File: src/logic/wdt_pkg.sv
// Shared constants, register map and types for the 16-bit watchdog timer.
package wdt_pkg;

  // ==========================================================================
  // Register map (byte addresses on the APB bus)
  // ==========================================================================
  localparam logic [31:0] WDT_RELOAD_ADDR  = 32'hffff0360;
  localparam logic [31:0] WDT_COUNT_ADDR   = 32'hffff0364;
  localparam logic [31:0] WDT_CTRL_ADDR    = 32'hffff0368;
  localparam logic [31:0] WDT_CLEAR_ADDR   = 32'hffff036c;
  localparam logic [31:0] WDT_CAPTURE_ADDR = 32'hffff0370;
  localparam logic [31:0] WDT_STATUS_ADDR  = 32'hffff0374;

  // ==========================================================================
  // Widths and reset values
  // ==========================================================================
  localparam int          WDT_CNT_W      = 16;
  localparam int          WDT_CLR_W      = 8;
  localparam int          WDT_CTRL_W     = 9;
  localparam int          WDT_STAT_W     = 3;
  localparam int          WDT_DIV_W      = 8;
  localparam logic [15:0] WDT_RELOAD_RST = 16'h03d7;
  localparam logic [15:0] WDT_COUNT_RST  = 16'h03d7;
  localparam logic [15:0] WDT_CNT_ZERO   = 16'h0000;
  localparam logic [15:0] WDT_CNT_FULL   = 16'hffff;
  localparam logic [7:0]  WDT_LFSR_RST   = 8'h00;
  localparam logic [7:0]  WDT_LFSR_TAPS  = 8'h63;
  localparam logic [7:0]  WDT_SVC_ZERO   = 8'h00;

  // ==========================================================================
  // Prescaler encodings and timing figures
  // ==========================================================================
  localparam logic [1:0] WDT_PRE_DIV1     = 2'b00;
  localparam logic [1:0] WDT_PRE_DIV16    = 2'b01;
  localparam logic [1:0] WDT_PRE_DIV256   = 2'b10;
  localparam int         WDT_DIV16_LOG    = 4;
  localparam int         WDT_DIV256_LOG   = 8;
  localparam int         WDT_OSC_HZ       = 32768;
  localparam int         WDT_MAX_TIMEOUT_S = 512;
  localparam int         WDT_MAX_TIMEOUT_CALC =
    (65536 * 256) / WDT_OSC_HZ;

  // ==========================================================================
  // Status register bit positions
  // ==========================================================================
  localparam int WDT_STAT_TIMER_IRQ = 0;
  localparam int WDT_STAT_WD_MODE   = 1;
  localparam int WDT_STAT_WD_IRQ    = 2;

  // ==========================================================================
  // Types
  // ==========================================================================
  typedef struct packed {
    logic       count_up;
    logic       enable;
    logic       periodic;
    logic       wd_mode;
    logic       secure;
    logic [1:0] prescale;
    logic       irq_sel;
    logic       pd_halt;
  } wdt_ctrl_s;

  localparam wdt_ctrl_s WDT_CTRL_RST = 9'h000;

  typedef enum logic [1:0] {
    WDT_ST_NORMAL  = 2'b00,
    WDT_ST_ARMED   = 2'b01,
    WDT_ST_TRIPPED = 2'b11
  } wdt_state_e;

endpackage : wdt_pkg

File: src/logic/wdt_prescaler.sv
// Prescaler that passes every 1st, 16th or 256th oscillator tick.
`timescale 1ns/1ps
module wdt_prescaler #(
  parameter int DIV_W = wdt_pkg::WDT_DIV_W
) (
  input  wire logic       pclk,
  input  wire logic       presetn,
  input  wire logic       tick_in,
  input  wire logic       clear,
  input  wire logic [1:0] sel,
  output logic            tick_out
);
  import wdt_pkg::*;

  // ==========================================================================
  // Elaboration check
  // ==========================================================================
  if (DIV_W < WDT_DIV256_LOG) begin : g_bad_width
    $error("Prescaler counter too narrow for divide by 256.");
  end

  // ==========================================================================
  // Divider
  // ==========================================================================
  logic [DIV_W-1:0] div_reg;

  // Clearing keeps a fresh timeout from inheriting a partial prescale period.
  always_ff @(posedge pclk or negedge presetn)
  begin
    if (!presetn)
      div_reg <= '0;
    else if (clear)
      div_reg <= '0;
    else if (tick_in)
      div_reg <= div_reg + 1'b1;
  end

  always_comb
  begin
    case (sel)
      WDT_PRE_DIV1:   tick_out = tick_in; // (RQ3)
      WDT_PRE_DIV16:  tick_out = tick_in && (&div_reg[WDT_DIV16_LOG-1:0]); // (RQ3)
      WDT_PRE_DIV256: tick_out = tick_in && (&div_reg[WDT_DIV256_LOG-1:0]); // (RQ7)
      default:        tick_out = tick_in;
    endcase
  end

endmodule : wdt_prescaler

File: src/logic/wdt_lfsr.sv
// Galois LFSR holding the expected secure service value.
`timescale 1ns/1ps
module wdt_lfsr #(
  parameter int W = wdt_pkg::WDT_CLR_W
) (
  input  wire logic         pclk,
  input  wire logic         presetn,
  input  wire logic         seed_load,
  input  wire logic [W-1:0] seed,
  input  wire logic         advance,
  output logic [W-1:0]      state
);
  import wdt_pkg::*;

  // ==========================================================================
  // Elaboration check
  // ==========================================================================
  if (W != WDT_CLR_W) begin : g_bad_width
    $error("The feedback taps are defined for an 8-bit register only.");
  end

  // ==========================================================================
  // Shift register
  // ==========================================================================
  logic [W-1:0] lfsr_reg;
  logic [W-1:0] lfsr_next;

  always_comb
  begin
    lfsr_next = {lfsr_reg[W-2:0], 1'b0} ^ (lfsr_reg[W-1] ? WDT_LFSR_TAPS : '0); // (RQ20)
  end

  always_ff @(posedge pclk or negedge presetn)
  begin
    if (!presetn)
      lfsr_reg <= WDT_LFSR_RST;
    else if (seed_load)
      lfsr_reg <= seed; // (RQ20)
    else if (advance)
      lfsr_reg <= lfsr_next; // (RQ21)
  end

  assign state = lfsr_reg;

endmodule : wdt_lfsr

File: src/logic/wdt_top.sv
// APB-attached 16-bit timer with normal and watchdog modes.
//
// Contract
// (RQ1) Two modes: plain timer and watchdog, chosen by a control bit.
// (RQ2) Counter reloads on expiry and at once on any service write; here not on one-shot normal-mode expiry or a bad secure write.
// (RQ3) Normal mode is a 16-bit timer on the slow oscillator, divide 1/16/256.
// (RQ4) Normal mode captures the count when its interrupt enable bit is set.
// (RQ5) Setting control bit 5 enters watchdog mode.
// (RQ6) Watchdog mode counts down from the reload value to zero.
// (RQ7) Longest timeout is 512 s with divide by 256 and full reload.
// (RQ8) Software should program at least 30 ms to survive 20 ms erases.
// (RQ9) Expiry in watchdog mode gives a reset or interrupt, per control bit 1.
// (RQ10) Software must service before zero; a fresh period then starts.
// (RQ11) After watchdog entry, reload and control writes are blocked until power-on.
// (RQ12) Non power-on resets leave the watchdog configured and counting.
// (RQ13) Software should configure the watchdog first thing after start-up.
// (RQ14) Counting halts while the debugger holds the core.
// (RQ15) Counting continues in power-down unless control bit 0 is set.
// (RQ16) Reload and count are 16-bit unsigned; count is read-only.
// (RQ17) Service write clears timer interrupt or restarts watchdog period.
// (RQ18) Reload and count reset to 0x03d7.
// (RQ19) Control bit 1 set gives an interrupt instead of reset on expiry.
// (RQ20) Secure option needs service values following an 8-bit LFSR from a seed.
// (RQ21) Matching secure write advances LFSR; mismatch or zero resets at once.
// (RQ22) Control bits 8, 7, 6: count up, enable, periodic.
// (RQ23) Blocked writes change neither stored value nor running count.
// (RQ24) Oscillator and control events are brought safely into the counter clock.
//
// Design decision made here: register access over APB.
`timescale 1ns/1ps
module wdt_top (
  input  wire logic        pclk,
  input  wire logic        presetn,
  input  wire logic        psel,
  input  wire logic        penable,
  input  wire logic        pwrite,
  input  wire logic [31:0] paddr,
  input  wire logic [31:0] pwdata,
  output logic [31:0]      prdata,
  output logic             pready,
  output logic             pslverr,
  input  wire logic        osc_32k,
  input  wire logic        debug_halt,
  input  wire logic        periph_powerdown,
  input  wire logic        irq_capture_en,
  input  wire logic        soft_reset,
  output logic             wd_reset_out,
  output logic             wd_irq_out,
  output logic             timer_irq_out,
  output wdt_pkg::wdt_ctrl_s ctrl_out
);
  import wdt_pkg::*;

  // ==========================================================================
  // Declarations
  // ==========================================================================
  wdt_ctrl_s             ctrl_reg;
  wdt_state_e            state_reg;
  wdt_state_e            state_next;
  logic [WDT_CNT_W-1:0]  reload_reg;
  logic [WDT_CNT_W-1:0]  count_reg;
  logic [WDT_CNT_W-1:0]  count_next;
  logic [WDT_CNT_W-1:0]  capture_reg;
  logic [31:0]           prdata_reg;
  logic                  timer_irq_reg;
  logic                  wd_irq_reg;
  logic                  wd_reset_reg;
  logic                  osc_s1_reg;
  logic                  osc_s2_reg;
  logic                  osc_s3_reg;
  logic                  dbg_s1_reg;
  logic                  dbg_s2_reg;
  logic                  osc_rise;
  logic                  run;
  logic                  pre_tick;
  logic                  count_up;
  logic                  terminal;
  logic                  expire;
  logic                  setup_rd;
  logic                  wr_en;
  logic                  mapped;
  logic                  wr_reload;
  logic                  wr_ctrl;
  logic                  svc_wr;
  logic                  in_wd;
  logic                  svc_secure;
  logic                  svc_match;
  logic                  svc_bad;
  logic                  svc_reload;
  logic                  wd_expire;
  logic [WDT_CLR_W-1:0]  lfsr_state;

  // ==========================================================================
  // APB decode
  // ==========================================================================
  always_comb
  begin
    case (paddr)
      WDT_RELOAD_ADDR,
      WDT_COUNT_ADDR,
      WDT_CTRL_ADDR,
      WDT_CLEAR_ADDR,
      WDT_CAPTURE_ADDR,
      WDT_STATUS_ADDR: mapped = 1'b1;
      default:         mapped = 1'b0;
    endcase
  end

  // Read data is latched in the setup cycle so the zero-wait answer comes
  // from a flip-flop.
  assign setup_rd  = psel && !penable && !pwrite;
  assign wr_en     = psel && penable && pwrite;
  assign pready    = 1'b1;
  assign pslverr   = psel && penable && !mapped;
  assign prdata    = prdata_reg;
  assign in_wd     = ctrl_reg.wd_mode;
  assign wr_reload = wr_en && (paddr == WDT_RELOAD_ADDR) && !in_wd; // (RQ11)
  assign wr_ctrl   = wr_en && (paddr == WDT_CTRL_ADDR) && !in_wd; // (RQ11)
  assign svc_wr    = wr_en && (paddr == WDT_CLEAR_ADDR);

  always_ff @(posedge pclk or negedge presetn)
  begin
    if (!presetn)
      prdata_reg <= 32'h0000_0000;
    else if (setup_rd)
    begin
      case (paddr)
        WDT_RELOAD_ADDR:  prdata_reg <= {16'h0000, reload_reg}; // (RQ16)
        WDT_COUNT_ADDR:   prdata_reg <= {16'h0000, count_reg}; // (RQ16)
        WDT_CTRL_ADDR:    prdata_reg <= {23'h000000, ctrl_reg};
        WDT_CAPTURE_ADDR: prdata_reg <= {16'h0000, capture_reg};
        WDT_STATUS_ADDR:  prdata_reg <= {29'h00000000, wd_irq_reg, in_wd, timer_irq_reg};
        default:          prdata_reg <= 32'h0000_0000; // (RQ21)
      endcase
    end
  end

  // ==========================================================================
  // Configuration registers
  // ==========================================================================
  // Only presetn, the power-on reset, clears these; soft_reset never does.
  always_ff @(posedge pclk or negedge presetn)
  begin
    if (!presetn)
      reload_reg <= WDT_RELOAD_RST; // (RQ18)
    else if (wr_reload) // (RQ23)
      reload_reg <= pwdata[WDT_CNT_W-1:0]; // (RQ16)
  end

  always_ff @(posedge pclk or negedge presetn)
  begin
    if (!presetn)
      ctrl_reg <= WDT_CTRL_RST;
    else if (wr_ctrl)
      ctrl_reg <= wdt_ctrl_s'(pwdata[WDT_CTRL_W-1:0]); // (RQ5)
  end

  assign ctrl_out = ctrl_reg;

  // ==========================================================================
  // Input synchronisers
  // ==========================================================================
  always_ff @(posedge pclk or negedge presetn)
  begin
    if (!presetn)
    begin
      osc_s1_reg <= 1'b0;
      osc_s2_reg <= 1'b0;
      osc_s3_reg <= 1'b0;
      dbg_s1_reg <= 1'b0;
      dbg_s2_reg <= 1'b0;
    end
    else
    begin
      osc_s1_reg <= osc_32k; // (RQ24)
      osc_s2_reg <= osc_s1_reg;
      osc_s3_reg <= osc_s2_reg;
      dbg_s1_reg <= debug_halt; // (RQ24)
      dbg_s2_reg <= dbg_s1_reg;
    end
  end

  assign osc_rise = osc_s2_reg && !osc_s3_reg;

  // ==========================================================================
  // Tick generation
  // ==========================================================================
  // Watchdog mode counts whether or not the timer enable bit is set.
  assign run = (ctrl_reg.enable || in_wd) // (RQ22)
            && !dbg_s2_reg // (RQ14)
            && !(ctrl_reg.pd_halt && periph_powerdown); // (RQ15)

  wdt_prescaler #(
    .DIV_W (WDT_DIV_W)
  ) u_prescaler (
    .pclk     (pclk),
    .presetn  (presetn),
    .tick_in  (osc_rise && run),
    .clear    (svc_reload),
    .sel      (ctrl_reg.prescale),
    .tick_out (pre_tick)
  );

  // ==========================================================================
  // Secure service sequence
  // ==========================================================================
  wdt_lfsr #(
    .W (WDT_CLR_W)
  ) u_lfsr (
    .pclk      (pclk),
    .presetn   (presetn),
    .seed_load (svc_wr && !in_wd), // (RQ20)
    .seed      (pwdata[WDT_CLR_W-1:0]),
    .advance   (svc_reload && svc_secure), // (RQ21)
    .state     (lfsr_state)
  );

  assign svc_secure = in_wd && ctrl_reg.secure;
  assign svc_match  = (pwdata[WDT_CLR_W-1:0] == lfsr_state)
                   && (pwdata[WDT_CLR_W-1:0] != WDT_SVC_ZERO); // (RQ21)
  assign svc_bad    = svc_wr && svc_secure && !svc_match; // (RQ21)
  assign svc_reload = svc_wr && !svc_bad; // (RQ2)

  // ==========================================================================
  // Counter
  // ==========================================================================
  assign count_up  = ctrl_reg.count_up && !in_wd; // (RQ6)
  assign terminal  = count_up ? (count_reg == WDT_CNT_FULL) : (count_reg == WDT_CNT_ZERO);
  assign expire    = pre_tick && terminal;
  assign wd_expire = expire && in_wd; // (RQ9)

  always_comb
  begin
    count_next = count_reg;
    if (svc_reload)
      count_next = reload_reg; // (RQ10)
    else if (expire && (ctrl_reg.periodic || in_wd))
      count_next = reload_reg; // (RQ2)
    else if (pre_tick && count_up)
      count_next = count_reg + 16'h0001; // (RQ22)
    else if (pre_tick)
      count_next = count_reg - 16'h0001; // (RQ3)
  end

  // The count survives soft_reset so a watchdog reset does not restart it.
  always_ff @(posedge pclk or negedge presetn)
  begin
    if (!presetn)
      count_reg <= WDT_COUNT_RST; // (RQ18)
    else
      count_reg <= count_next; // (RQ12)
  end

  // ==========================================================================
  // Normal mode interrupt and capture
  // ==========================================================================
  // A new event in the same cycle as its clear keeps the flag set.
  always_ff @(posedge pclk or negedge presetn)
  begin
    if (!presetn)
      timer_irq_reg <= 1'b0;
    else
      timer_irq_reg <= (expire && !in_wd)
                    || (timer_irq_reg && !svc_wr && !soft_reset); // (RQ17)
  end

  always_ff @(posedge pclk or negedge presetn)
  begin
    if (!presetn)
      capture_reg <= 16'h0000;
    else if (expire && !in_wd && irq_capture_en)
      capture_reg <= count_reg; // (RQ4)
  end

  assign timer_irq_out = timer_irq_reg;

  // ==========================================================================
  // Watchdog state machine
  // ==========================================================================
  always_comb
  begin
    case (state_reg)
      WDT_ST_NORMAL:
        state_next = in_wd ? WDT_ST_ARMED : WDT_ST_NORMAL; // (RQ1)
      WDT_ST_ARMED:
        if (svc_bad || (wd_expire && !ctrl_reg.irq_sel && !svc_reload))
          state_next = WDT_ST_TRIPPED; // (RQ9)
        else
          state_next = WDT_ST_ARMED;
      WDT_ST_TRIPPED:
        state_next = WDT_ST_ARMED; // (RQ12)
      default:
        state_next = WDT_ST_NORMAL;
    endcase
  end

  always_ff @(posedge pclk or negedge presetn)
  begin
    if (!presetn)
      state_reg <= WDT_ST_NORMAL;
    else
      state_reg <= state_next;
  end

  // The reset request is a single-cycle pulse; the chip reset logic stretches it.
  always_ff @(posedge pclk or negedge presetn)
  begin
    if (!presetn)
      wd_reset_reg <= 1'b0;
    else
      wd_reset_reg <= (state_next == WDT_ST_TRIPPED) && (state_reg != WDT_ST_TRIPPED);
  end

  always_ff @(posedge pclk or negedge presetn)
  begin
    if (!presetn)
      wd_irq_reg <= 1'b0;
    else
      wd_irq_reg <= (wd_expire && ctrl_reg.irq_sel && !svc_reload) // (RQ19)
                 || (wd_irq_reg && !svc_wr);
  end

  assign wd_reset_out = wd_reset_reg;
  assign wd_irq_out   = wd_irq_reg;

endmodule : wdt_top

File: config.mk
export PLATFORM = sky130hd
export DESIGN_NAME = wdt_top
export DESIGN_NICKNAME = d
export VERILOG_FILES = /design/src/logic/wdt_pkg.sv /design/src/logic/wdt_prescaler.sv /design/src/logic/wdt_lfsr.sv /design/src/logic/wdt_top.sv
export SDC_FILE = /design/constraint.sdc
export NUM_CORES = 1
export LEC_CHECK = 0
export ABC_AREA = 1
export BUFFER_PORTS_ARGS = -buffer_cell sky130_fd_sc_hd__buf_2
export CAP_MARGIN = 10
export CORE_AREA = 2 2 95 143
export DETAILED_ROUTE_END_ITERATION = 10
export DIE_AREA = 0 0 97 145
export GPL_TIMING_DRIVEN = 0
export PLACE_DENSITY = 0.76
export SETUP_SLACK_MARGIN = 0.3
export SYNTH_ARGS = -nofsm -noshare
export SYNTH_HDL_FRONTEND = slang
export SYNTH_SLANG_ARGS = --single-unit
File: constraint.sdc
create_clock -name pclk -period 3.11 [get_ports pclk]
set_input_delay 0 -clock pclk [delete_from_list [all_inputs] [get_ports pclk]]
set_output_delay 0 -clock pclk [all_outputs]
set_load 0.01 [all_outputs]
; ---- After elaboration in Yosys (flattened, before gate mapping)
; Cells that the tools add are included.
[word_totals]
register_bits = 115
word_cells = 123
inputBits = 74
out_inout_bits = 46
[classes]
n_reduce_logical = 66
mux = 16
addsub = 3
n_eq_ne = 14
bitwise = 1
[ops]
columns = op, count
row1 = $eq 32x32->1 const B, 6
row2 = $pmux 16 s5, 1
row3 = $mux 16, 4
row4 = $logic_and 1x1->1, 39
row5 = $mux 8, 4
row6 = $add 16x1->16 const B, 1
row7 = $eq 16x16->1 const B, 1
row8 = $logic_not 16->1, 1
row9 = $sub 16x1->16 const B, 1
row10 = $logic_not 1->1, 13
row11 = $add 8x1->8 const B, 1
row12 = $eq 8x8->1, 1
row13 = $reduce_and 8->1, 1
row14 = $reduce_bool 8->1, 1
row15 = $xor 8x8->8, 1
row16 = $mux 7, 1
row17 = $eq 2x2->1 const B, 3
row18 = $pmux 2 s3, 1
row19 = $reduce_or 6->1, 1
row20 = $logic_or 1x1->1, 5
row21 = $eq 2x1->1 const B, 2
row22 = $reduce_and 4->1, 1
row23 = $reduce_bool 2->1, 2
row24 = $reduce_bool 4->1, 1
row25 = other kinds (5), 7

; ---- Depth between registers and ports, before layout
; Gate-level depths: netlist of the first run.
[depth]
depth_word = 15
mapped_depth = 21

; ---- Hierarchy
; A second synthesis of the first run with hierarchy kept.
[hier_totals]
cells_unflattened = 930
area_unflattened_um2 = 6607.6
[modules_own_cells]
columns = module, area_each_um2, n_inst, cells_per_inst
row1 = wdt_top, 5721.7, 1, 810
row2 = wdt_prescaler, 475.5, 1, 63
row3 = wdt_lfsr, 410.4, 1, 57

; ---- Worst setup path before layout of the first run
; OpenSTA, ideal clock, no wires.
[synth_timing]
kind = flip-flop to flip-flop
from = reg u_prescaler.div_reg[0]
to = reg count_reg[14]
setup_ns = 0.118
path_slack_ns = 0.193
arrival_time_ns = 2.800
path_buffers = 0
t_required_ns = 2.992
stages_incl_launch_ff = 19
path_cell_list = dfrtp_1 -> ha_1 -> and3_1 -> nand3_1 -> nand2_2 -> nand2_1 -> inv_1 -> fa_1 -> or2_2 -> o21ai_2 -> nand2_1 -> nand2_1 -> nand2_1 -> nand2_1 -> nand2_1 -> nand2_1 -> nand2_1 -> nand3_1 -> nand2_1
[synth_between]
elab_chain_cells = 7
[synth_lines]
columns = item, line_no
row1 = start: declaration, wdt_prescaler.sv:25  ; logic [DIV_W-1:0] div_reg;
row2 = start signal: assignment, wdt_prescaler.sv:35  ; div_reg <= div_reg + 1'b1;
row3 = $reduce_and 8->1 / $reduce_and 4->1 (equally long branches), "wdt_prescaler.sv:43, wdt_prescaler.sv:42"
row4 = "$logic_and 1x1->1, on equally long branches", "wdt_prescaler.sv:43, wdt_prescaler.sv:42"
row5 = $pmux 1 s2 *, wdt_prescaler.sv:40  ; case (sel)
row6 = "$logic_and 1x1->1, on equally long branches", "wdt_top.sv:239, wdt_top.sv:229"
row7 = $mux 16 / $logic_and 1x1->1 (equally long branches), "wdt_top.sv:239, wdt_top.sv:237"
row8 = $mux 16, wdt_top.sv:237  ; else if (expire && (ctrl_reg.periodic || in_wd))
row9 = $mux 16, wdt_top.sv:235  ; if (svc_reload)
row10 = end signal: assignment, wdt_top.sv:251  ; count_reg <= count_next;
row11 = end: declaration, wdt_top.sv:61  ; logic [WDT_CNT_W-1:0] count_reg;
; Every way passes the cells marked *; elsewhere a longest branch is shown, timed or not.
; A chain may end at the register's enable or synchronous reset.

; ---- Worst setup path in the final report of the first run
[layout_timing]
from = reg ctrl_reg, in the netlist in_wd
to = reg count_reg[10]
[layout_between]
elab_chain_cells = 10
[layout_lines]
columns = item, line_no
row1 = start: declaration, wdt_top.sv:57  ; wdt_ctrl_s ctrl_reg;
row2 = start signal: assignment, wdt_top.sv:155  ; ctrl_reg <= wdt_ctrl_s'(pwdata[WDT_CTRL_W-1:0]);
row3 = $logic_or 1x1->1, wdt_top.sv:189  ; assign run = (ctrl_reg.enable || in_wd)
row4 = $logic_and 1x1->1, wdt_top.sv:190  ; && !dbg_s2_reg
row5 = $logic_and 1x1->1, wdt_top.sv:191  ; && !(ctrl_reg.pd_halt && periph_powerdown);
row6 = $logic_and 1x1->1, wdt_top.sv:198  ; .tick_in (osc_rise && run),
row7 = "$logic_and 1x1->1, on equally long branches", "wdt_prescaler.sv:43, wdt_prescaler.sv:42"
row8 = $pmux 1 s2, wdt_prescaler.sv:40
row9 = "$logic_and 1x1->1, on equally long branches", "wdt_top.sv:239, wdt_top.sv:229"
row10 = $mux 16 / $logic_and 1x1->1 (equally long branches), "wdt_top.sv:239, wdt_top.sv:237"
row11 = $mux 16, wdt_top.sv:237
row12 = $mux 16, wdt_top.sv:235
; Several ways; a longest one is shown, not always the timed one.

==> results.json, run 1 <==
{
  "status": "complete, no violations",
  "synth_seq_cells": 99,
  "ys.flop_type": "dfrtp_1",
  "die_height_um": 145,
  "hold_viol_final": 0,
  "wl_um": 17400,
  "wl_met3_um": 927,
  "powerDensity_mw_per_mm2": 583,
  "timing.final.ws_setup_ns": 0.446,
  "hp-class": "in -> reg",
  "cp-start-kind": "flip-flop",
  "grt_usage_pct": 24.8,
  "synth.avg_cell_area_sq_um": 7.15,
  "critPathTopFamily": "simple AND/OR/NAND/NOR gates",
  "numCtsBuffers": 9,
  "max_stage_delay_ns": 0.40,
  "cp_max_fo": 9,
  "irDropWorstVdd_uv": 249,
  "first_iter_violations": 325,
  "pre_cts_slack_ns": -0.132,
  "vias_per_cell": 5.12,
  "maxCapViolCount": 0,
  "timing.final.max_slew_violations": 0,
  "antenna_left": 0,
  "drt-met1-wl_um": 6910,
  "clockRootBuffer": "clkbuf_16",
  "top_layer": "met4",
  "setup.worst_path.end_class": "flip-flop",
  "cts_htree_levels": 3,
  "wl_met2_um": 8780,
  "async_reset_ff_share_pct": 100,
  "path_class": "reg -> reg",
  "cp.arrival_ns": 2.90,
  "fin_cells": 1211,
  "drive_gt1_share_pct": 21.6,
  "finalCritPeriodShare_pct": 85.6,
  "grt_pass1_wl_um": 28600,
  "synth_cell_types": 47,
  "die_area_sq_mm": 0.0141,
  "drtPass1Iterations": 7,
  "crit_top_cell": "nand2_1",
  "die-width_um": 97,
  "final_nets": 1139,
  "cpMaxStageDelayCell": "dfrtp_1",
  "clkLatencyLatePin_ns": 0.34,
  "initial_core_util_pct": 50.4,
  "gp_congestion": 0.927,
  "slew_headroom_pct": 58.8,
  "antenna_found_initial": 0,
  "grt_start_max_net_pins": 69,
  "clock_sink_count": 99,
  "power.leakage_nw": 4.13,
  "ctsLongestPathBuffers": 2,
  "dp.cells": 1165,
  "core_area_sq_mm": 0.0128,
  "synth_edf_count": 0,
  "syn_to_final_growth_pct": 22.3,
  "cp_cell_sequence": "buf_6, o21ai_4, nor2_8, nand2_2, nand2_4, nand2_8, inv_1, fa_2, or2_4, o21ai_4, nand2_1, nand2_2, nand2_1, nand2_1, nand2_1, nand2_1, nand2_1, nand3_1, nand2_1",
  "io_buffer_count": 86,
  "syn_inst": 904,
  "grt_overflow": 0,
  "period_needed_ns": 2.66,
  "cts_tree": "built",
  "yosys_warnings": 0,
  "cts.clk_slew.worst_paths_ns": 0.07,
  "netlist_area_sq_mm": 0.00646,
  "setup-violations-final": 0,
  "vias": 6203,
  "cp_num_buf_inv": 2,
  "drc_errors": 0,
  "worst_ep_required_time_ns": 3.34,
  "seq_area_frac_synth_pct": 38.6,
  "wl_per_cell_um": 14.4,
  "n_antenna_cell": 0,
  "dp_hpwl_um": 13500,
  "rsz0062_at_grt": "false",
  "ios": 120,
  "skew_ns": 0.00951,
  "tightest_slew_ns": 0.615,
  "fmax_mhz": 375,
  "num_rows": 51,
  "grt_pass1_vias": 6003
}
-- worst register-to-register path, stage by stage, from the launching register on --
cell and delay, ns:
dfrtp_1 0.40, buf_6 0.16, o21ai_4 0.23, nor2_8 0.07, nand2_2 0.08, nand2_4 0.10, nand2_8 0.10, inv_1 0.05
fa_2 0.34, or2_4 0.27, o21ai_4 0.18, nand2_1 0.08, nand2_2 0.09, nand2_1 0.07, nand2_1 0.06, nand2_1 0.04
nand2_1 0.05, nand2_1 0.05, nand3_1 0.07, nand2_1 0.05
-- what timing repair did --
| item | CTS | global route |
|---|---|---|
| setup endpoints to repair | 11 | 10 |
| pin swaps | 3 | 3 |
| setup buffers | 2 | 9 |
| hold buffers | 19 | 0 |
| resized for setup | 6 | 19 |
| endpoints found under the hold margin | 56 | 0 |
-- report_power, final --
part	internal (mW)	switching [mW]	total (mW)	leakage (nW)
logic	0.767	0.997	1.76	2.71
registers	1.46	0.222	1.68	1.27
clock network	0.671	0.487	1.16	0.152
-- cells in the mapped netlist, types with 2 or more instances --
library cell | count | area [sq um]
o21ai_1 | 19 | 95.1
o21ai_0 | 38 | 190
inv_1 | 94 | 353
conb_1 | 2 | 7.51
ha_1 | 17 | 213
or2_2 | 3 | 18.8
nand4_2 | 2 | 25.0
nor2_4 | 4 | 45.0
inv_2 | 7 | 26.3
xnor2_1 | 10 | 87.6
nand3_1 | 87 | 435
nand2_1 | 327 | 1230
nor3_1 | 9 | 45.0
nor3_2 | 3 | 30.0
nand4_4 | 2 | 42.5
xor2_1 | 7 | 61.3
nand3b_1 | 4 | 30.0
buf_4 | 22 | 165
clkbuf_1 | 3 | 11.3
a21oi_1 | 16 | 80.1
o211ai_1 | 2 | 15.0
a21o_1 | 2 | 15.0
nor2_1 | 58 | 218
dfrtp_1 | 83 | 2080
nand4_1 | 22 | 138
dfstp_2 | 16 | 420
buf_2 | 11 | 55.1
nand2_2 | 6 | 37.5
nor3_4 | 2 | 32.5
nand3_2 | 2 | 20.0
buf_6 | 5 | 56.3
nor2_2 | 4 | 25.0
-- stage by stage --
step	instance area, sq um	util (%)	hold slack [ns]	TNS (ns)	power, mW
after CTS	7730	60.3	0.00704	0	4.43
after global routing	7900	61.6	0.0215	0	4.95
after floorplan	6520	-	-0.296	0	2.84
after detailed placement	7180	56.0	-0.0302	-0.255	3.23
after global placement	7150	55.8	0.113	-0.169	3.20
final	7900	61.6	0.00296	0	4.61
-- routing by layer --
metal | track usage (%) | vias to the layer above
met5 | 0 | -
met4 | 13.3 | 0
met3 | 3.66 | 51
met2 | 43.5 | 210
met1 | 28.9 | 2802
li1 | - | 3140
-- cell families after synthesis --
kind of cell    count (synthesis)  share of synthesized area, %
compound gates                 82                          6.83
xor+xnor                       17                          2.30
fa+ha+maj                      18                          3.60
buf+inv                       144                          10.5
flops                          99                          38.6
other cells                     2                         0.116
simple gates                  542                          38.0
-- path summary, 6_finish.rpt --
kind	start	end	slack, ns	depth (start not counted)
max in group asynchronous	presetn	count_reg[9]	2.26	3
max	in_wd	count_reg[10]	0.45	19
min	pwdata[0]	reload_reg[0]	0.003	3
min reg2reg	osc_s1_reg	osc_s2_reg	0.35	0
max reg2reg	in_wd	count_reg[10]	0.45	19
min in group asynchronous	presetn	u_lfsr.state[6]	0.13	2
-- layout by cell type, fill, tap and decap left out, types with 7 or more instances in the layout --
cell	count
inv_1	94
conb_1	17
nand2_1	324
dlygate4sd3_1	19
o21ai_0	37
nand3_1	86
dfrtp_1	83
nand4_1	22
inv_2	7
buf_2	96
nor2_1	57
xnor2_1	10
nor3_1	9
a21oi_1	13
buf_4	33
dfstp_2	16
xor2_1	7
ha_1	11
o21ai_1	19
clkbuf_16	9
nand2_2	7
-- cell type report --
cell class | instances | area, sq um
Tap cell | 159 | 199
Timing Repair Buffer | 117 | 746
Buffer | 41 | 288
Sequential cell | 99 | 2500
Clock inverter | 5 | 60.1
Multi-Input combinational cell | 676 | 3470
Clock buffer | 11 | 253
Inverter | 103 | 390
Fill cell | 1190 | 4920
(Power assumes the default switching activity.)
==> inputs of run 2 (changes only) <==
Settings changed: RECOVER_POWER set to 25.
==> run 2 against run 1 <==
The flow now finishes with violations (capacitance limit, slew limit). Clock skew down 0.00061 ns. Non-clock buffer count unchanged. Worst hold slack worse by 0.0027 ns. Sequential cell count did not move. Sequential power about the same. Via count grew 0.24%. Core utilization down 0.20 points. Routed wire length increased by 0.30%. Final cell count unchanged. Largest cell class unchanged.
==> results.json, run 2 (synthesis gave the netlist of run 1 again) <==
{
  "wl_per_cell_um": 14.4,
  "die-width_um": 97,
  "clkLatencyLatePin_ns": 0.35,
  "die_area_sq_mm": 0.0141,
  "grt_pass1_vias": 6003,
  "clockRootBuffer": "clkbuf_16",
  "drtPass1Iterations": 7,
  "grt_start_max_net_pins": 69,
  "place_area_sq_mm": 0.00718,
  "pre_cts_slack_ns": -0.132,
  "cts_tree": "built",
  "drc_errors": 0,
  "maxCapViolCount": 1,
  "die_height_um": 145,
  "finalCritPeriodShare_pct": 85.8,
  "dp_hpwl_um": 13500,
  "path_class": "reg -> reg",
  "gp_congestion": 0.927,
  "dp.cells": 1165,
  "io_buffer_count": 86,
  "cp.arrival_ns": 2.91,
  "slew_headroom_pct": -24.7,
  "ios": 120,
  "fmax_mhz": 375,
  "violations": "capacitance limit, slew limit",
  "status": "finished, violations left",
  "tightest_slew_ns": 1.87,
  "clock_sink_count": 99,
  "rsz0062_at_grt": "false",
  "antenna_left": 0,
  "hp-class": "in -> reg",
  "power.leakage_nw": 4.05,
  "timing.final.max_slew_violations": 32,
  "vias_per_cell": 5.13,
  "final_cell_mix": "nand2_1 (324), inv_1 (94), nand3_1 (86), dfrtp_1 (83), buf_2 (79)",
  "cp_max_fo": 9,
  "cts_htree_levels": 3,
  "powerDensity_mw_per_mm2": 585,
  "grt_overflow": 0,
  "first_iter_violations": 338,
  "syn_to_final_growth_pct": 21.9,
  "irDropWorstVdd_uv": 248,
  "setup.worst_path.end_class": "flip-flop",
  "period_needed_ns": 2.67,
  "drive_gt1_share_pct": 19.9,
  "hold-worst-slack_ns": 0.000283,
  "hold_viol_final": 0,
  "antenna_found_initial": 0,
  "skew_ns": 0.00890,
  "num_rows": 51,
  "final_common_cell": "nand2_1",
  "grt_pass1_wl_um": 28600,
  "cts.clk_slew.worst_paths_ns": 0.07,
  "final_nets": 1139,
  "ctsLongestPathBuffers": 2,
  "timing.final.ws_setup_ns": 0.442,
  "nFillCells": 1194,
  "core_area_sq_mm": 0.0128,
  "setup-violations-final": 0,
  "grt_usage_pct": 24.8,
  "initial_core_util_pct": 50.4,
  "design_area_sq_mm": 0.00788,
  "wl_um": 17500,
  "n_antenna_cell": 0,
  "vias": 6218,
  "cp-start-kind": "flip-flop",
  "worst_ep_required_time_ns": 3.35,
  "fin_cells": 1211,
  "numCtsBuffers": 9
}
run 2: cell types whose count changed in the layout (fill, tap and decap cells not counted):
cell,delta
clkbuf_1,+18
buf_2,-17
buf_4,-1
run 2: per-layer routing:
layer / vias up / GRT usage [%] / wire [um] / share of wire (%)
met5: - / 0 / 0 / 0
met4: 0 / 13.3 / 894 / 5.1
met3: 61 / 3.66 / 842 / 4.8
met2: 197 / 43.5 / 8760 / 50
met1: 2821 / 28.9 / 6980 / 40
li1: 3139 / - / - / -
run 2: path summary, 6_finish.rpt:
kind | startpoint | endpoint | slack (ns) | depth (start not counted)
setup reg to reg | in_wd | count_reg[10] | 0.44 | 19
hold reg to reg | osc_s1_reg | osc_s2_reg | 0.35 | 0
max in group asynchronous | presetn | count_reg[9] | 1.28 | 3
hold / removal | pwdata[0] | reload_reg[0] | 0.0003 | 3
setup / recovery | in_wd | count_reg[10] | 0.44 | 19
min in group asynchronous | presetn | u_lfsr.state[6] | 0.69 | 2
run 2: worst max-delay path, stage by stage, from the launching register on:
cell	delay (ns)
dfrtp_1	0.40
buf_6	0.16
o21ai_4	0.23
nor2_8	0.07
nand2_2	0.08
nand2_4	0.09
nand2_8	0.10
inv_1	0.05
fa_2	0.33
or2_4	0.28
o21ai_4	0.18
nand2_1	0.08
nand2_2	0.09
nand2_1	0.07
nand2_1	0.06
nand2_1	0.04
nand2_1	0.05
nand2_1	0.05
nand3_1	0.07
nand2_1	0.05
run 2: power breakdown:
group,internal (mW),total (mW),switching [mW]
registers,1.46,1.68,0.222
logic,0.767,1.76,0.998
clock network,0.671,1.16,0.491
total,2.90,4.61,1.71
run 2: what timing repair did:
item                                   CTS  global route
setup endpoints to repair               11            10
pin swaps                                3             3
buffers inserted                         2             9
endpoints found under the hold margin   56             0
gates resized for setup                  6            19
hold buffers                            19             0
run 2: final cells by class:
cell class | count | area, sq um | area share (%)
Multi-Input combinational cell | 676 | 3470 | 44.1
Sequential cell | 99 | 2500 | 31.7
Timing Repair Buffer | 117 | 721 | 9.15
Inverter | 103 | 390 | 4.95
Buffer | 41 | 288 | 3.65
Clock buffer | 11 | 253 | 3.21
Tap cell | 159 | 199 | 2.53
Clock inverter | 5 | 60.1 | 0.762
run 2: metrics by stage:
step | utilization (%) | total power, mW | setup TNS [ns]
global route | 61.4 | 4.95 | 0
floorplan | - | 2.84 | 0
global placement | 55.8 | 3.20 | -0.169
detailed placement | 56.0 | 3.23 | -0.255
CTS | 60.3 | 4.43 | 0
finish | 61.4 | 4.61 | 0
==> inputs of run 3 (changes only) <==
Settings changed: BUFFER_PORTS_ARGS -buffer_cell sky130_fd_sc_hd__buf_2 to -buffer_cell sky130_fd_sc_hd__buf_4, CTS_CLUSTER_DIAMETER set to 60.
==> run 3 against run 2 <==
The run still ends with capacitance limit, slew limit left. Combinational power up 3%. Core utilization grew 1.4 points. Sequential power about the same. Critical endpoint unchanged. Routed wire length grew 1.6%. Clock skew decreased by 0.0012 ns. Register-to-register slack is essentially flat. Fmax increased by 0.48%. Worst hold slack improved by 0.0048 ns. Critical path depth did not move. Sequential share of layout area is 0.71 points lower. Clock power is essentially flat.
==> results.json, run 3 (synthesis gave the netlist of run 1 again) <==
{
  "final_cell_mix": "nand2_1 (319), buf_4 (102), inv_1 (94), nand3_1 (86), dfrtp_1 (83)",
  "gp_congestion": 0.933,
  "cp_max_fo": 7,
  "grt_overflow": 0,
  "die_height_um": 145,
  "antenna_left": 0,
  "numCtsBuffers": 9,
  "endpoint": "count_reg[10]",
  "cp-start-kind": "flip-flop",
  "grt_start_max_net_pins": 100,
  "cp.arrival_ns": 2.89,
  "path_class": "reg -> reg",
  "fin_cells": 1206,
  "clockRootBuffer": "clkbuf_16",
  "crit_top_cell": "nand2_1",
  "hp-class": "in -> reg",
  "cts_tree": "built",
  "syn_to_final_growth_pct": 24.7,
  "hold_viol_final": 0,
  "drc_errors": 0,
  "pre_cts_slack_ns": -0.126,
  "reg2reg_slack_ns": 0.45,
  "first_iter_violations": 439,
  "cp.depth": 19,
  "r2r-end": "count_reg[10]",
  "status": "finished, violations left",
  "utilization_pct": 62.8,
  "maxCapViolCount": 1,
  "worst_ep_required_time_ns": 3.35,
  "setup.worst_path.end_class": "flip-flop",
  "hold-worst-slack_ns": 0.00504,
  "clock_sink_count": 99,
  "p_int_mw": 2.88,
  "io_buffer_count": 86,
  "grt_usage_pct": 25.2,
  "dp.cells": 1164,
  "core_area_sq_mm": 0.0128,
  "place_area_sq_mm": 0.00737,
  "powerDensity_mw_per_mm2": 575,
  "wl_per_cell_um": 14.7,
  "setup-violations-final": 0,
  "ios": 120,
  "sw_frac_of_total_pct": 37.9,
  "grt_pass1_wl_um": 28900,
  "p_sw_mw": 1.75,
  "fmax_mhz": 377,
  "wl_um": 17700,
  "ff2ff_path_depth": 19,
  "power_mw": 4.64,
  "final_nets": 1134,
  "violations": "capacitance limit, slew limit",
  "skew_ns": 0.00769,
  "slew_headroom_pct": -57.9,
  "clkLatencyLatePin_ns": 0.35,
  "design_area_sq_mm": 0.00806,
  "reg2reg_from": "in_wd",
  "cts_htree_levels": 3,
  "final_common_cell": "nand2_1",
  "nFillCells": 1133,
  "timing.final.max_slew_violations": 43,
  "power.leakage_nw": 4.12,
  "irDropWorstVdd_uv": 297,
  "cp_cell_sequence": "buf_6, o21ai_4, nor2_8, nand3_2, nand2_4, nand2_8, inv_1, fa_2, or2_4, o21ai_4, nand2_2, nand2_4, nand2_1, nand2_1, nand2_1, nand2_1, nand2_1, nand3_1, nand2_1",
  "num_rows": 51,
  "die-width_um": 97,
  "p_clk_share_pct": 24.5,
  "critPathTopFamily": "simple AND/OR/NAND/NOR gates",
  "cts.clk_slew.worst_paths_ns": 0.06,
  "finalCritPeriodShare_pct": 85.4,
  "cpMaxStageDelayCell": "dfrtp_1",
  "cp_num_buf_inv": 2,
  "grt_pass1_vias": 5969,
  "antenna_found_initial": 0,
  "vias_per_cell": 5.21,
  "max_stage_delay_ns": 0.39,
  "vias": 6288,
  "startpoint": "in_wd",
  "timing.final.ws_setup_ns": 0.455,
  "setup_tns_ns": 0,
  "dp_hpwl_um": 13300,
  "comb_power_share_pct": 39.1,
  "p_seq_share_pct": 36.4,
  "period_needed_ns": 2.66,
  "ctsLongestPathBuffers": 2,
  "drive_gt1_share_pct": 21.0,
  "rsz0062_at_grt": "true",
  "initial_core_util_pct": 50.4,
  "tightest_slew_ns": 2.37,
  "n_antenna_cell": 0,
  "die_area_sq_mm": 0.0141,
  "drtPass1Iterations": 5
}
==> run 3: cell type report <==
type	count	area, sq um	share of cell area, %
well taps	159	199	2.47
clock buffers	10	239	2.96
plain buffers	41	288	3.57
repair buffers	112	887	11.0
inverters	103	390	4.84
clock inverters	6	62.6	0.776
multi-input cells	676	3500	43.4
flip-flops and latches	99	2500	31.0
==> run 3: what timing repair did <==
item,4_1_cts,5_1_grt
gates resized for setup,6,28
pin swaps,3,6
setup endpoints to repair,10,11
hold buffers,19,0
setup buffers,2,4
hold endpoints to repair,107,0
==> run 3: worst min-delay path by stage <==
stage,startpoint,endpoint,slack [ns],cells after the start
floorplan,presetn,capture_reg[0],-0.30,0
global placement,debug_halt,dbg_s1_reg,0.11,1
detailed placement,debug_halt,dbg_s1_reg,0.11,1
CTS,pwdata[0],reload_reg[0],0.004,3
global route,pwdata[7],reload_reg[7],0.03,3
finish,pwdata[0],reload_reg[0],0.005,3
==> run 3: power by group through the flow <==
stage	registers, mW	clock network (mW)	logic (mW)
3_3_place_gp	1.68	0	1.53
2_1_floorplan	1.61	0	1.22
6_report	1.69	1.14	1.81
3_5_place_dp	1.69	0	1.56
4_1_cts	1.66	1.15	1.61
5_1_grt	1.70	1.21	2.08
==> run 3: worst register-to-register path: cells and delay by family (launching register included) <==
kind	cells	cell delay, ns
AND/OR/NAND/NOR	14	1.19
AO/OA/AOI/OAI	2	0.41
adder cells (fa/ha/maj)	1	0.34
buffers and inverters	2	0.20
flip-flops	1	0.39
==> run 3: per-layer routing <==
layer | wire length, um | vias up | global-route usage [%]
met1 | 7030 | 2894 | 30.6
li1 | - | 3130 | -
met4 | 651 | 0 | 10.6
met2 | 9140 | 215 | 44.5
met3 | 928 | 49 | 3.61
met5 | 0 | - | 0
